<file path="src/core/civc_map.svh">
// Command opcodes, field positions and reset values of the interrupt controller.
`ifndef CIVC_MAP_SVH
`define CIVC_MAP_SVH
`define OP_MSB         7
`define OP_LSB         5
`define OP_RESET       3'h0
`define OP_PEND        3'h1
`define OP_SERV        3'h2
`define OP_MASK        3'h3
`define OP_MODE_LO     3'h4
`define OP_MODE_HI     3'h5
`define OP_DATA_SEL    3'h6
`define OP_RESP_SEL    3'h7
`define CMD_ALL_BIT    4
`define CMD_SET_BIT    3
`define CMD_HI_SEL_MSB 4
`define CMD_HI_SEL_LSB 3
`define HI_SEL_BIT5    2'h0
`define HI_SEL_BIT6    2'h1
`define HI_SEL_BIT7    2'h2
`define MODE_COMMON    1
`define MODE_POLLED    2
`define MODE_GRP_HIGH  3
`define MODE_RISE_EDGE 4
`define MODE_MMASK     7
`define STAT_VALID     3
`define STAT_MODE0     4
`define STAT_MODE2     5
`define STAT_MODE7     6
`define STAT_GRP       7
`define RDSEL_SERV     2'h0
`define RDSEL_MASK     2'h1
`define RDSEL_PEND     2'h2
`define RDSEL_ACR      2'h3
`define MASK_RESET     8'hFF
`define BYTE_ZERO      8'h00
`endif

</file>
<file path="src/core/civc_pkg.sv">
// Types shared by the interrupt controller and its users.
package civc_pkg;
	typedef enum logic [0:0] {
		RESP_IDLE = 1'b0,
		RESP_SEND = 1'b1
	} resp_state_t;
	typedef enum logic [1:0] {
		WT_MASK = 2'b00,
		WT_AUTO = 2'b01,
		WT_RESP = 2'b10
	} write_target_t;
	typedef struct packed {
		logic cs_n;
		logic rd_n;
		logic wr_n;
		logic cd;
		logic ack_n;
	} host_ctrl_t;
endpackage : civc_pkg

</file>
<file path="src/core/cascadable_vectored_interrupt_controller.sv">
// Eight-input cascadable vectored interrupt controller with host bus and response memory.
// Behaviour
// - Data bus is driven only during a read or an owned acknowledge byte.
// - Reads and writes need chip select low; acknowledges ignore chip select.
// - Control writes load the command, control reads return status then clear it.
// - Each request input is taken on a programmable edge with fixed own priority.
// - The owning controller holds response-in-process low until its response ends.
// - A non-owning controller ignores acknowledges while response-in-process is low.
// - One to four acknowledge pulses are taken, one response byte each.
// - First acknowledge picks the best unmasked pending request and pulls response-in-process low.
// - Pause goes low on the first acknowledge until response-in-process goes low.
// - Enable-out stays low while a request is valid, busy, or master mask set.
// - Enable-in low makes the controller ignore acknowledge pulses.
// - Group interrupt shows any eligible unmasked pending request except in polled mode, polarity programmable.
// - Pending bits set by edge or software, cleared by software, acknowledge, reset.
// - Acknowledge sets in-service and clears pending; in-service masks lower priorities.
// - Auto-clear bits clear in-service at the end of the response; reset clears them.
// - Mask bits load, set or clear all or singly; reset sets all; pending kept.
// - A 32-byte response memory holds four bytes per input, sent on acknowledge.
// - Status bit 7 ignores polarity; the vector field is latched with a status read.
// - One command loads mode bits 0 to 4; bits 5, 6, 7 each have their own.
// - Mode is not readable, but mode bits 0, 2 and 7 appear in status.
// - The command register keeps the last command, which acts or preselects data.
// - Each input has a 2-bit byte count; response-in-process stays low until reached.
// - Reset clears all registers but sets mask; memory and byte counts are kept.
// - Data reads return the register chosen by mode bits 5 and 6 only.
`timescale 1ns/10ps
`include "civc_map.svh"
module cascadable_vectored_interrupt_controller #(
	parameter int NUM_INPUTS      = 8,
	parameter int BYTES_PER_INPUT = 4
) (
	// Clock and reset.
	input  wire logic                clk_sys,
	input  wire logic                reset_n,
	// Host bus.
	input  wire civc_pkg::host_ctrl_t host_ctrl,
	input  wire logic [7:0]          host_data_bus_in,
	output logic      [7:0]          host_data_bus_out,
	output logic                     host_data_bus_oe,
	// Request inputs.
	input  wire logic [7:0]          request_inputs,
	// Daisy chain.
	input  wire logic                chain_enable_in,
	output logic                     chain_enable_out,
	// Open-drain response-in-process line.
	input  wire logic                response_in_process_in,
	output logic                     response_in_process_out,
	output logic                     response_in_process_oe,
	// Open-drain pause line.
	output logic                     pause_out,
	output logic                     pause_oe,
	// Group interrupt.
	output logic                     group_interrupt_out,
	output logic                     group_interrupt_oe
);
	import civc_pkg::*;

	localparam int SYNC_W = 23;
	localparam int MEM_W  = NUM_INPUTS * BYTES_PER_INPUT;

	logic [SYNC_W-1:0] sync1_r;
	logic [SYNC_W-1:0] sync2_r;
	logic [7:0]        req_s;
	logic [7:0]        req_d_r;
	logic [7:0]        req_edge;
	logic [7:0]        data_s;
	host_ctrl_t        ctl_s;
	logic              en_in_s;
	logic              line_free_s;
	logic              rd_act;
	logic              rd_act_r;
	logic              wr_act;
	logic              wr_act_r;
	logic              ack_d_r;
	logic              ack_fall;
	logic              ack_rise;
	logic              rd_start;
	logic              rd_end;
	logic              wr_end;
	logic [7:0]        wr_data_r;
	logic              wr_cd_r;
	logic              cmd_wr;
	logic              data_wr;
	logic [2:0]        opcode;
	logic              reset_cmd;
	logic [7:0]        pending_request_r;
	logic [7:0]        in_service_r;
	logic [7:0]        request_mask_r;
	logic [7:0]        auto_clear_select_r;
	logic [7:0]        operating_options_r;
	logic [7:0]        last_command_r;
	logic [7:0]        chip_status_r;
	logic [7:0]        live_status;
	logic [7:0]        read_mux;
	logic [1:0]        response_length_r [NUM_INPUTS];
	logic [7:0]        resp_mem_r [MEM_W];
	write_target_t     target_r;
	logic [2:0]        load_level_r;
	logic [1:0]        load_ptr_r;
	resp_state_t       state_r;
	logic [2:0]        sel_r;
	logic [1:0]        byte_r;
	logic              cand_valid;
	logic [2:0]        cand_idx;
	logic              take;
	logic              finish;
	logic              group_live;
	logic [2:0]        mem_base;
	logic [4:0]        mem_addr;
	logic [7:0]        bit_sel;

	// Every pin input passes two flip-flops; the first stage feeds only the second.
	always_ff @(posedge clk_sys or negedge reset_n) begin
		if (!reset_n) begin
			// Request stages reset low, like the edge history, so no false edge follows reset.
			sync1_r <= 23'h007FFF;
			sync2_r <= 23'h007FFF;
		end else begin
			sync1_r <= {request_inputs, host_data_bus_in, host_ctrl,
				chain_enable_in, response_in_process_in};
			sync2_r <= sync1_r;
		end
	end

	assign req_s  = sync2_r[22:15];
	assign data_s = sync2_r[14:7];
	assign ctl_s  = sync2_r[6:2];
	assign en_in_s     = sync2_r[1];
	assign line_free_s = sync2_r[0];

	// Edge detection per input; the polarity bit picks rising or falling.
	genvar g;
	generate
		for (g = 0; g < 8; g++) begin : g_edge
			assign req_edge[g] = operating_options_r[`MODE_RISE_EDGE] ?
				(req_s[g] & ~req_d_r[g]) : (~req_s[g] & req_d_r[g]);
		end
	endgenerate

	// Strobe history for edge detection on the synchronised host controls.
	always_ff @(posedge clk_sys or negedge reset_n) begin
		if (!reset_n) begin
			req_d_r  <= `BYTE_ZERO;
			rd_act_r <= 1'b0;
			wr_act_r <= 1'b0;
			ack_d_r  <= 1'b1;
		end else begin
			req_d_r  <= req_s;
			rd_act_r <= rd_act;
			wr_act_r <= wr_act;
			ack_d_r  <= ctl_s.ack_n;
		end
	end

	// Chip select conditions reads and writes, never the acknowledge.
	assign rd_act    = ~ctl_s.cs_n & ~ctl_s.rd_n;
	assign wr_act    = ~ctl_s.cs_n & ~ctl_s.wr_n;
	assign rd_start  = rd_act & ~rd_act_r;
	assign rd_end    = ~rd_act & rd_act_r;
	assign wr_end    = ~wr_act & wr_act_r;
	assign ack_fall  = ~ctl_s.ack_n & ack_d_r;
	assign ack_rise  = ctl_s.ack_n & ~ack_d_r;

	// Write data is caught while the strobe is low, because hold time may be zero.
	always_ff @(posedge clk_sys or negedge reset_n) begin
		if (!reset_n) begin
			wr_data_r <= `BYTE_ZERO;
			wr_cd_r   <= 1'b0;
		end else if (wr_act) begin
			wr_data_r <= data_s;
			wr_cd_r   <= ctl_s.cd;
		end
	end

	// The write takes effect on the trailing edge of the strobe.
	assign cmd_wr    = wr_end & wr_cd_r;
	assign data_wr   = wr_end & ~wr_cd_r;
	assign opcode    = wr_data_r[`OP_MSB:`OP_LSB];
	assign reset_cmd = cmd_wr & (opcode == `OP_RESET);
	assign bit_sel   = wr_data_r[`CMD_ALL_BIT] ? 8'hFF : (8'h01 << wr_data_r[2:0]);

	// Fixed priority: input 0 highest; an in-service bit blocks itself and below.
	always_comb begin
		logic blk;
		blk        = 1'b0;
		cand_valid = 1'b0;
		cand_idx   = 3'h0;
		for (int i = 0; i < 8; i++) begin
			blk = blk | in_service_r[i];
			if (!cand_valid && !blk && pending_request_r[i] && !request_mask_r[i]) begin
				cand_valid = 1'b1;
				cand_idx   = 3'(i);
			end
		end
	end

	// Acknowledge is taken only with enable-in high and the shared line free.
	assign take = (state_r == RESP_IDLE) & ack_fall & en_in_s & line_free_s & cand_valid
		& ~operating_options_r[`MODE_MMASK];
	assign finish = (state_r == RESP_SEND) & ack_rise
		& (byte_r == response_length_r[sel_r]);

	// Pending requests: edges set, and a set in the same cycle beats any clear but the reset command.
	always_ff @(posedge clk_sys or negedge reset_n) begin
		if (!reset_n) begin
			pending_request_r <= `BYTE_ZERO;
		end else if (reset_cmd) begin
			pending_request_r <= `BYTE_ZERO;
		end else begin
			logic [7:0] nxt;
			nxt = pending_request_r;
			if (cmd_wr && opcode == `OP_PEND) begin
				nxt = wr_data_r[`CMD_SET_BIT] ? (nxt | bit_sel) : (nxt & ~bit_sel);
			end
			if (take) begin
				nxt[cand_idx] = 1'b0;
			end
			pending_request_r <= nxt | req_edge;
		end
	end

	// In-service bits: set by acknowledge, cleared by software or auto-clear.
	always_ff @(posedge clk_sys or negedge reset_n) begin
		if (!reset_n) begin
			in_service_r <= `BYTE_ZERO;
		end else if (reset_cmd) begin
			in_service_r <= `BYTE_ZERO;
		end else begin
			logic [7:0] nxt;
			nxt = in_service_r;
			if (cmd_wr && opcode == `OP_SERV) begin
				nxt = wr_data_r[`CMD_SET_BIT] ? (nxt | bit_sel) : (nxt & ~bit_sel);
			end
			if (finish && auto_clear_select_r[sel_r]) begin
				nxt[sel_r] = 1'b0;
			end
			if (take) begin
				nxt[cand_idx] = 1'b1;
			end
			in_service_r <= nxt;
		end
	end

	// Mask bits: whole-byte load by data write, set or clear by command.
	always_ff @(posedge clk_sys or negedge reset_n) begin
		if (!reset_n) begin
			request_mask_r <= `MASK_RESET;
		end else if (reset_cmd) begin
			request_mask_r <= `MASK_RESET;
		end else if (cmd_wr && opcode == `OP_MASK) begin
			request_mask_r <= wr_data_r[`CMD_SET_BIT] ?
				(request_mask_r | bit_sel) : (request_mask_r & ~bit_sel);
		end else if (data_wr && target_r == WT_MASK) begin
			request_mask_r <= wr_data_r;
		end
	end

	// Auto-clear selection, loaded by data write after its preselect.
	always_ff @(posedge clk_sys or negedge reset_n) begin
		if (!reset_n) begin
			auto_clear_select_r <= `BYTE_ZERO;
		end else if (reset_cmd) begin
			auto_clear_select_r <= `BYTE_ZERO;
		end else if (data_wr && target_r == WT_AUTO) begin
			auto_clear_select_r <= wr_data_r;
		end
	end

	// Mode: low five bits in one command, the upper three one at a time.
	always_ff @(posedge clk_sys or negedge reset_n) begin
		if (!reset_n) begin
			operating_options_r <= `BYTE_ZERO;
		end else if (reset_cmd) begin
			operating_options_r <= `BYTE_ZERO;
		end else if (cmd_wr && opcode == `OP_MODE_LO) begin
			operating_options_r[4:0] <= wr_data_r[4:0];
		end else if (cmd_wr && opcode == `OP_MODE_HI) begin
			case (wr_data_r[`CMD_HI_SEL_MSB:`CMD_HI_SEL_LSB])
				`HI_SEL_BIT5: operating_options_r[5] <= wr_data_r[0];
				`HI_SEL_BIT6: operating_options_r[6] <= wr_data_r[0];
				`HI_SEL_BIT7: operating_options_r[7] <= wr_data_r[0];
				default: operating_options_r <= operating_options_r;
			endcase
		end
	end

	// Last command and the data-write target that it preselects.
	always_ff @(posedge clk_sys or negedge reset_n) begin
		if (!reset_n) begin
			last_command_r <= `BYTE_ZERO;
			target_r       <= WT_MASK;
			load_level_r   <= 3'h0;
			load_ptr_r     <= 2'h0;
		end else if (reset_cmd) begin
			last_command_r <= `BYTE_ZERO;
			target_r       <= WT_MASK;
			load_level_r   <= 3'h0;
			load_ptr_r     <= 2'h0;
		end else if (cmd_wr) begin
			last_command_r <= wr_data_r;
			if (opcode == `OP_DATA_SEL) begin
				target_r <= wr_data_r[0] ? WT_AUTO : WT_MASK;
			end else if (opcode == `OP_RESP_SEL) begin
				target_r     <= WT_RESP;
				load_level_r <= wr_data_r[2:0];
				load_ptr_r   <= 2'h0;
			end
		end else if (data_wr && target_r == WT_RESP) begin
			load_ptr_r <= load_ptr_r + 2'h1;
		end
	end

	// Response memory and byte counts keep their contents through any reset.
	always_ff @(posedge clk_sys) begin
		if (cmd_wr && opcode == `OP_RESP_SEL) begin
			response_length_r[wr_data_r[2:0]] <= wr_data_r[4:3];
		end
		if (data_wr && target_r == WT_RESP) begin
			resp_mem_r[{load_level_r, load_ptr_r}] <= wr_data_r;
		end
	end

	// Acknowledge sequence: one byte per pulse until the programmed count.
	always_ff @(posedge clk_sys or negedge reset_n) begin
		if (!reset_n) begin
			state_r <= RESP_IDLE;
			sel_r   <= 3'h0;
			byte_r  <= 2'h0;
		end else begin
			case (state_r)
				RESP_IDLE: begin
					if (take) begin
						state_r <= RESP_SEND;
						sel_r   <= cand_idx;
						byte_r  <= 2'h0;
					end
				end
				RESP_SEND: begin
					if (reset_cmd || finish) begin
						state_r <= RESP_IDLE;
					end else if (ack_rise) begin
						byte_r <= byte_r + 2'h1;
					end
				end
				default: state_r <= RESP_IDLE;
			endcase
		end
	end

	// Common vector mode always answers with the first input's bytes.
	assign mem_base = operating_options_r[`MODE_COMMON] ? 3'h0 : sel_r;
	assign mem_addr = {mem_base, byte_r};

	// Group interrupt is suppressed in polled mode and by the master mask.
	assign group_live = cand_valid & ~operating_options_r[`MODE_POLLED]
		& ~operating_options_r[`MODE_MMASK];

	// Live status; the vector field is the best candidate at the moment of reading.
	always_comb begin
		live_status                = `BYTE_ZERO;
		live_status[2:0]           = cand_idx;
		live_status[`STAT_VALID]   = cand_valid;
		live_status[`STAT_MODE0]   = operating_options_r[0];
		live_status[`STAT_MODE2]   = operating_options_r[2];
		live_status[`STAT_MODE7]   = operating_options_r[7];
		live_status[`STAT_GRP]     = cand_valid & ~operating_options_r[`MODE_MMASK];
	end

	// Data reads use the preselect in mode bits 5 and 6; memory is not reachable here.
	always_comb begin
		case (operating_options_r[6:5])
			`RDSEL_SERV: read_mux = in_service_r;
			`RDSEL_MASK: read_mux = request_mask_r;
			`RDSEL_PEND: read_mux = pending_request_r;
			`RDSEL_ACR: read_mux = auto_clear_select_r;
			default:    read_mux = `BYTE_ZERO;
		endcase
	end

	// Status is frozen at the start of a control read and cleared when it ends.
	always_ff @(posedge clk_sys or negedge reset_n) begin
		if (!reset_n) begin
			chip_status_r <= `BYTE_ZERO;
		end else if (rd_start && ctl_s.cd) begin
			chip_status_r <= live_status;
		end else if (rd_end || reset_cmd) begin
			chip_status_r <= `BYTE_ZERO;
		end
	end

	// Data bus drive: a read, or an owned acknowledge pulse, never otherwise.
	always_ff @(posedge clk_sys or negedge reset_n) begin
		if (!reset_n) begin
			host_data_bus_out <= `BYTE_ZERO;
			host_data_bus_oe  <= 1'b0;
		end else begin
			host_data_bus_oe <= rd_act | ((state_r == RESP_SEND) & ~ctl_s.ack_n);
			if (state_r == RESP_SEND) begin
				host_data_bus_out <= resp_mem_r[mem_addr];
			end else if (rd_start) begin
				host_data_bus_out <= ctl_s.cd ? live_status : read_mux;
			end else if (rd_act_r && ctl_s.cd) begin
				host_data_bus_out <= chip_status_r;
			end
		end
	end

	// Open-drain lines and the chain output.
	always_ff @(posedge clk_sys or negedge reset_n) begin
		if (!reset_n) begin
			response_in_process_out <= 1'b0;
			response_in_process_oe  <= 1'b0;
			pause_out               <= 1'b0;
			pause_oe                <= 1'b0;
			chain_enable_out        <= 1'b0;
			group_interrupt_out     <= 1'b0;
			group_interrupt_oe      <= 1'b0;
		end else begin
			response_in_process_out <= 1'b0;
			// The line is pulled at the very edge that takes the acknowledge, with pause.
			response_in_process_oe  <= (take | ((state_r == RESP_SEND) & ~finish))
				& ~reset_cmd;
			pause_out               <= 1'b0;
			// Pause lasts until the line is seen driven, so later bytes never lower it.
			pause_oe                <= take | (pause_oe & ~response_in_process_oe);
			chain_enable_out        <= en_in_s & ~operating_options_r[`MODE_MMASK]
				& (state_r == RESP_IDLE) & ~cand_valid & ~take;
			if (operating_options_r[`MODE_GRP_HIGH]) begin
				group_interrupt_out <= group_live;
				group_interrupt_oe  <= 1'b1;
			end else begin
				group_interrupt_out <= 1'b0;
				group_interrupt_oe  <= group_live;
			end
		end
	end
endmodule : cascadable_vectored_interrupt_controller

</file>
<file path="config.mk">
export PLATFORM = sky130hd
export DESIGN_NAME = cascadable_vectored_interrupt_controller
export DESIGN_NICKNAME = d
export VERILOG_FILES = /design/src/core/civc_pkg.sv /design/src/core/cascadable_vectored_interrupt_controller.sv
export VERILOG_INCLUDE_DIRS = /design/src /design/src/core
export SDC_FILE = /design/constraint.sdc
export NUM_CORES = 1
export LEC_CHECK = 0
export ABC_CLOCK_PERIOD_IN_PS = 3300
export BUFFER_PORTS_ARGS = -buffer_cell sky130_fd_sc_hd__clkbuf_2
export CAP_MARGIN = 20
export CORE_UTILIZATION = 30
export DETAILED_ROUTE_END_ITERATION = 8
export GPL_TIMING_DRIVEN = 0
export PLACE_DENSITY = 0.55
export SLEW_MARGIN = 20
export SYNTH_ARGS = -nofsm -noshare
export SYNTH_HDL_FRONTEND = slang
export SYNTH_SLANG_ARGS = --single-unit
</file>
<file path="constraint.sdc">
create_clock -name clk_sys -period 3.3 [get_ports clk_sys]
set_input_delay 0.825 -clock clk_sys [delete_from_list [all_inputs] [get_ports clk_sys]]
set_output_delay 0.825 -clock clk_sys [all_outputs]
set_load 0.02 [all_outputs]
</file>
---- After elaboration in Yosys (flattened, before gate mapping) ----
Memories as Yosys holds them, arrays and structs flattened.
Index checks and enable logic that the tools add are counted.
word-level totals
  register bits ........................... 141
  memory bits (writable) .................. 272
  bits of input ports ..................... 25
  output and inout bits ................... 16
  logic and storage cells ................. 339
  memories kept ........................... 2
cells by class
  add/subtract/negate cells ............... 2
  $lt $le $gt $ge ......................... 4
  equal/unequal tests ..................... 22
  shifts and indexed selects .............. 1
  muxes and demuxes ....................... 91
  bitwise gates (word level) .............. 100
  reduce and logical (&&, ||, !) cells .... 87
memory list
  memory             words  bits a word  read ports  clocked after memory_dff  write ports  RTL line                                        text
  resp_mem_r         32     8            1           0                         1            cascadable_vectored_interrupt_controller.sv:97  logic [7:0] resp_mem_r [MEM_W];
  response_length_r  8      2            1           0                         1            cascadable_vectored_interrupt_controller.sv:96  logic [1:0] response_length_r [NUM_INPUTS];
operators with widths
  operator                                                    count
  two-way mux 8 bit                                           28
  bitwise AND 1 bit                                           44
  bitwise AND 8 bit                                           5
  OR 8 bit                                                    5
  logical AND 1 bit                                           37
  inverter 1 bit                                              33
  two-way mux 1 bit                                           32
  case mux 8 bit (4 select lines)                             1
  two-way mux 3 bit                                           10
  two-way mux 2 bit                                           14
  inverter 8 bit                                              3
  logical NOT 1 bit                                           23
  AND reduction 3 bit                                         6
  nonzero test 2 bit                                          9
  equality test 3 bit, second input constant                  4
  nonzero test 3 bit                                          4
  != test 2 bit, second input constant                        5
  OR 1 bit                                                    10
  equality test 2 bit, second input constant                  4
  less-than comparator 3 x 4 -> 1 bit, second input constant  2
  << shifter 1 x 3 -> 8 bit, first input constant             1
  demux 1 bit (select 3 bit)                                  2
  equality test 2 x 1 -> 1 bit, second input constant         3
  equality test 3 x 2 -> 1 bit, second input constant         2
  14 further kinds                                            20

---- Depth between registers and ports, before layout ----
Gate-level depths: netlist (run 1).
  depth after elaboration ................. 49
  depth in mapped cells ................... 9
  gate-level depth less buffers ........... 6

---- Worst setup path before layout (run 1) ----
OpenSTA, ideal clock, no wires.
  kind .................................... flip-flop to flip-flop
  start ................................... reg sync2_r[6]
  end ..................................... mem resp_mem_r[0][0] (enable)
  arrival time ............................ 2367 ps
  setup slack ............................. 563 ps
  cell stages (with the launch flop) ...... 7
  buffers on the path ..................... 1
  period minus slack after synthesis ...... 2737 ps
  cells stage by stage .................... dfstp_2 -> clkbuf_1 -> nor2_1 -> or3b_2 -> nor3b_2 -> nand2_1 -> nor2_1
on the way
  cells in the longest elaborated chain, start to end .. 8
ends and longest elaborated chain
  what                                     RTL line                                         text
  start: declaration                       cascadable_vectored_interrupt_controller.sv:63   logic [SYNC_W-1:0] sync2_r;
  start signal: assignment                 cascadable_vectored_interrupt_controller.sv:122  sync2_r <= sync1_r;
  inverter 1 bit                           cascadable_vectored_interrupt_controller.sv:158  assign wr_act = ~ctl_s.cs_n & ~ctl_s.wr_n;
  bitwise AND 1 bit                        cascadable_vectored_interrupt_controller.sv:158
  inverter 1 bit                           cascadable_vectored_interrupt_controller.sv:161  assign wr_end = ~wr_act & wr_act_r;
  bitwise AND 1 bit                        cascadable_vectored_interrupt_controller.sv:161
  bitwise AND 1 bit                        cascadable_vectored_interrupt_controller.sv:178  assign data_wr = wr_end & ~wr_cd_r;
  logical AND 1 bit                        cascadable_vectored_interrupt_controller.sv:319  if (data_wr && target_r == WT_RESP) begin
  two-way mux 1 bit                        cascadable_vectored_interrupt_controller.sv:319
  two-way mux 1 bit (implied by the code)  cascadable_vectored_interrupt_controller.sv:320  resp_mem_r[{load_level_r, load_ptr_r}] <= wr_data_r;
  end: declaration                         cascadable_vectored_interrupt_controller.sv:97
Every way passes these cells.

---- Worst setup path in the final report (run 1) ----
  start ................................... reg sync2_r[6]
  end ..................................... mem resp_mem_r[18][7] (enable)
The elaborated chain is that of the path after synthesis.

==> flow_summary.toml, run 1 <==
[synth]
synth.top_cell.area_share_pct = 47.6
synth-edff-count = 272
synthArstFlopShare_pct = 34.1
yosysTopAreaCell = "edfxtp_1"
synth.avg_cell_area_um2 = 15.2
seq_area_frac_synth_pct = 68.5
synth-seq-cells = 413
synth.area.top_cells = "edfxtp_1 48%, dfrtp_1 15%, mux4_2 9.7%"
ys.flop_type = "edfxtp_1"
ys_types = 75
yosysWarningCount = 0
synth_area_mm2 = 0.0171
synthCells = 1131

[grt]
grt_pass1_vias = 10400
grt_pass1_wl_um = 69300
antenna_found_initial = 0
grt_max_degree = 77
grt_use_total_pct = 16.4
grt_overflow = 0

[cts]
cts_setup_buffers = 0
numCtsBuffers = 44
path_clk_slew_ns = 0.06
ctsHtreeMaxLevel = 2
clkLatencyLatePin_ns = 0.58
root_buffer = "clkbuf_16"
cts_max_path_buffers = 3
cts_tree = "yes"
cts_hold_buf = 0
cts.sink_count = 413

[timing]
fin_crit_sh_pct = 96.8
fin_skew_ns = 0.0292
setup_violations = 0
hold_viol = 0
min_period_ns = 3.20
max_freq_mhz = 313
final_max_slew_viol_count = 0
slew_headroom_pct = 31.0
worst_pin_slew_ns = 1.04
holdWs_ns = 0.265
rsz0062_at_grt = "false"

[critical_path]
cp.arrival_ns = 3.44
required_ns = 3.54
path_max_fanout = 8
start_kind = "flip-flop"
timing_worst_setup_path_type = "reg -> reg"
cp-end-kind = "flip-flop"

[finish]
final_cell_mix = "272 x edfxtp_1, 104 x nand2_1, 94 x dfrtp_1, 74 x mux4_2, 61 x nor2_1"
drive_gt1_share_pct = 25.1
finalCoreUtilization_pct = 35.5
syn2layout_area_growth_pct = 16.9
fin_cells = 2008
num_antenna_cells = 0
fin_nets = 1245
final_common_cell = "edfxtp_1"

[pwr]
irDropWorstVdd_v = 0.000407
power_density_mw_per_mm2 = 789
p_leak_nw = 6.81

[placed_design]
place_congestion = 0.899
place_hpwl_um = 31200
dp.cells = 1927
port_buffers = 38

[drt]
drtIter0Drc = 891
drc = 0
totalWireLength_um = 46800
drt-pass1-iter-count = 5
vias = 10300
wl_per_cell_um = 23.3
vias_per_cell = 5.14
antenna_left = 0

[die]
initial_utilization_pct = 30.4
fp.coreArea_mm2 = 0.0564
dieHeight_um = 241
fp.dieW_um = 241
std_cell_rows = 87
die_area_mm2 = 0.0581
ios = 41

[min_path]
hp-class = "in -> async"

[status]
outcome = "complete, no violations"

[flow_run]
cap_violations = 0
[power by group]
group / internal, mW / switching (mW)
Clock: 2.75 / 2.09
Sequential: 6.05 / 0.577
Combinational: 1.71 / 2.63
[logic make-up (layout without fill, tap and decap cells)]
family	Yosys count	count (layout)	share of synthesized area, %
adders and majority gates	4	4	0.292
and+or+nand+nor	331	331	9.38
AOI/OAI and AO/OA	172	172	6.84
other	1	2	0.0219
buffers and inverters	79	199	1.86
xor gates and xnor gates	3	3	0.153
DFF	413	413	68.5
muxes	128	128	13.0
[state kept, by name (all words and copies together), names as in the netlist, 2 cells and up]
name / cells
sel_r: 3
resp_mem_r: 256
request_mask_r: 8
response_length_r: 16
load_level_r: 3
sync1_r: 23
target_r: 2
req_d_r: 8
chip_status_r: 8
pending_request_r: 8
load_ptr_r: 2
host_data_bus_out: 8
in_service_r: 8
wr_data_r: 8
byte_r: 2
sync2_r: 23
auto_clear_select_r: 8
operating_options_r: 8
[layout make-up]
cell class	instances	area (um2)
Buffer	62	285
Clock buffer	57	1200
Clock inverter	25	215
Fill cell	5426	36300
Inverter	16	60.1
Multi-Input combinational cell	640	5350
Sequential cell	413	11800
Tap cell	756	946
Timing Repair Buffer	39	226
[cells in the mapped netlist (all sizes together), types with 4 or more instances]
cell	instances
and3	5
dfstp	39
mux2	13
dfrtp	102
nand3b	7
o211a	4
nand3	20
a211oi	9
mux4	74
o21ai	39
nor2	93
inv	15
and2	5
buf	19
a21oi	30
o211ai	8
a32oi	4
nor3b	8
or3	11
clkbuf	44
a21o	6
edfxtp	272
nand2b	12
nor3	25
o31ai	8
a31oi	14
ha	4
mux2i	41
nor4	7
or3b	8
nor2b	9
a2111oi	4
nand2	108
a22o	5
[critical path, stage by stage (launching register included)]
cell and delay, ns:
dfstp_2 0.69, nor2_1 0.19, or3b_2 0.55, nor3b_4 0.51, nand2_2 0.46, nor2_4 0.45
[stage by stage]
| step | power, mW | area [um2] | setup TNS [ns] | setup slack (ns) |
|---|---|---|---|---|
| 2_1_floorplan | 9.34 | 17200 | 0 | 0.563 |
| 3_3_place_gp | 10.9 | 18300 | -243.32 | -0.923 |
| 3_5_place_dp | 11.0 | 18300 | -152.30 | -0.700 |
| 4_1_cts | 15.9 | 20000 | 0 | 0.0160 |
| 5_1_grt | 16.5 | 20000 | 0 | 0.00463 |
| 6_report | 15.8 | 20000 | 0 | 0.104 |
[path summary, 6_finish.rpt]
kind	slack, ns	cells after the start	from	end
min	0.26	1	reset_n	host_data_bus_oe
max	0.10	5	sync2_r[6]	resp_mem_r[18][7]
min in group clk_sys	0.32	1	host_ctrl[3]	sync1_r[5]
max in group asynchronous	2.21	2	reset_n	sync2_r[9]
min reg2reg	0.34	0	sync1_r[16]	sync2_r[16]
max reg2reg	0.10	5	sync2_r[6]	resp_mem_r[18][7]
[timing repair]
item	in CTS	in global routing
gates resized for setup	83	3
hold endpoints to repair	0	0
endpoints found under the setup margin	291	3
[layer usage]
metal / track usage (%) / vias to the layer above / part of all wire, %
li1: - / 4534 / -
met1: 23.9 / 5348 / 46
met2: 25.1 / 361 / 46
met3: 3.03 / 72 / 6.4
met4: 4.16 / 0 / 1.9
met5: 0 / - / 0
(Power assumes the default switching activity.)
==> run 2, diff against run 1 <==
ABC_CLOCK_PERIOD_IN_PS = 4000   (was 3300)
clock period = 4 ns   (was 3.3 ns; I/O delays follow)
==> run 2 against run 1 <==
Effect of this change:
- the flow now finishes with violations (setup timing)
- wire length down 0.40%
- utilization is 0.46 points lower
- critical path depth grew 1
- critical path type unchanged
- global-route usage is 0.087 points lower
==> flow_summary.toml, run 2 (synthesis results as in run 1) <==
[status]
outcome = "complete, but fails checks"
violations = "setup timing"

[placed_design]
port_buffers = 38
dp.cells = 1927
place_hpwl_um = 31200
place_congestion = 0.899
placed_cell_area_mm2 = 0.0183

[grt]
antenna_found_initial = 0
grt_overflow = 0
grt_use_met1_pct = 23.5
busiest_layer = "met2"
grt_use_met3_pct = 3.33
grt_use_total_pct = 16.3
grt_pass1_wl_um = 68900
gr-usage-met2_pct = 24.8
grt_pass1_vias = 10400
grt_max_degree = 77

[timing]
worst_pin_slew_ns = 1.08
slew_headroom_pct = 28.3
fin_crit_sh_pct = 101
rsz0062_at_grt = "true"
setup_ws_ns = -0.0467
hold_viol = 0
final_max_slew_viol_count = 0
max_freq_mhz = 247
fin_setup_tns_ns = -1.02
setup_violations = 48
fin_skew_ns = 0.0241
min_period_ns = 4.05

[finish]
seq_area_mm2 = 0.0118
reg_top3 = "resp_mem_r: 256 flops, sync1_r: 23 flops, sync2_r: 23 flops"
largest_register = "resp_mem_r"
final_common_cell = "edfxtp_1"
largest_reg_flops = 256
num_antenna_cells = 0
post-route-cell-area_mm2 = 0.0198
multi_input_area_mm2 = 0.00512
drive_gt1_share_pct = 22.6
final_cell_mix = "272 x edfxtp_1, 108 x nand2_1, 94 x dfrtp_1, 81 x nor2_1, 74 x mux4_2"
fillers = 5456
fin_cells = 2009
syn2layout_area_growth_pct = 15.4
fin_nets = 1246

[die]
initial_utilization_pct = 30.4
ios = 41
std_cell_rows = 87
fp.dieW_um = 241
fp.coreArea_mm2 = 0.0564
die_area_mm2 = 0.0581
dieHeight_um = 241

[critical_path]
rrSetupSlack_ns = -0.05
cp-end-kind = "flip-flop"
timing_worst_setup_path_type = "reg -> reg"
start_kind = "flip-flop"
path_max_fanout = 8
required_ns = 4.20
cp.arrival_ns = 4.25

[pwr]
p_switching_mw = 4.33
cell_internal_pwr_mw = 8.66
power.total_mw = 13.0
comb_power_share_pct = 27.2
p_seq_share_pct = 42.1
p_leak_nw = 6.75
switching_share_pct = 33.4
irDropWorstVdd_v = 0.000322
power.share.clock_pct = 30.7
power_density_mw_per_mm2 = 657

[drt]
vias = 10300
drt-pass1-iter-count = 5
drtIter0Drc = 955
drc = 0
wl_per_cell_um = 23.2
totalWireLength_um = 46600
antenna_left = 0
vias_per_cell = 5.11

[cts]
numCtsBuffers = 44
path_clk_slew_ns = 0.06
ctsHtreeMaxLevel = 2
clkLatencyLatePin_ns = 0.58
root_buffer = "clkbuf_16"
cts_max_path_buffers = 3
cts_tree = "yes"
cts.sink_count = 413

[min_path]
hp-class = "reg -> reg"

[flow_run]
cap_violations = 0
[run 2: power groups by stage]
stage	combinational, mW	sequential, mW	clock [mW]
final	3.54	5.47	3.99
after floorplan	2.33	5.37	0
after global routing	3.81	5.50	4.23
after CTS	3.53	5.45	4.07
after detailed placement	3.52	5.53	0
after global placement	3.51	5.52	0
[run 2: through the flow]
| step | worst slack, ns | hold slack [ns] | utilization (%) |
|---|---|---|---|
| 2_1_floorplan | 1.26 | 0.331 | - |
| 3_3_place_gp | -0.398 | 0.332 | 32.4 |
| 3_5_place_dp | 0.0000655 | 0.335 | 32.5 |
| 4_1_cts | 0.00456 | 0.346 | 35.0 |
| 5_1_grt | -0.265 | 0.353 | 35.1 |
| 6_report | -0.0467 | 0.338 | 35.1 |
[run 2: what timing repair did]
action	in CTS	in global routing
resized for setup	1	13
hold buffers	0	0
endpoints found under the setup margin	8	257
buffers inserted	0	0
[run 2: final cells by class]
type                    instances  share of cell area (%)
inverters                      16                   0.304
plain buffers                  63                    1.32
flip-flops and latches        413                    59.4
clock buffers                  57                    6.07
well taps                     756                    4.78
repair buffers                 39                    1.14
clock inverters                25                    1.09
multi-input cells             640                    25.9
[run 2: critical path: stages (launching register included)]
cell	delay (ns)
dfstp_2	0.51
clkbuf_1	0.45
nor2_1	0.26
or3b_2	0.56
nor3b_2	0.48
nand2_1	0.52
nor2_1	0.89
[run 2: layer usage]
| layer | vias up | share of wire [%] |
|---|---|---|
| li1 | 4527 | - |
| met1 | 5313 | 46 |
| met2 | 364 | 45 |
| met3 | 67 | 6.9 |
| met4 | 0 | 2.1 |
| met5 | - | 0 |
[run 2: final timing paths]
path	end	depth (start not counted)	from
min	sync2_r[16]	0	sync1_r[16]
max in group asynchronous	sync2_r[9]	2	reset_n
min in group asynchronous	response_in_process_oe	1	reset_n
min reg2reg	sync2_r[16]	0	sync1_r[16]
max reg2reg	resp_mem_r[4][7]	6	sync2_r[6]
max	resp_mem_r[4][7]	6	sync2_r[6]
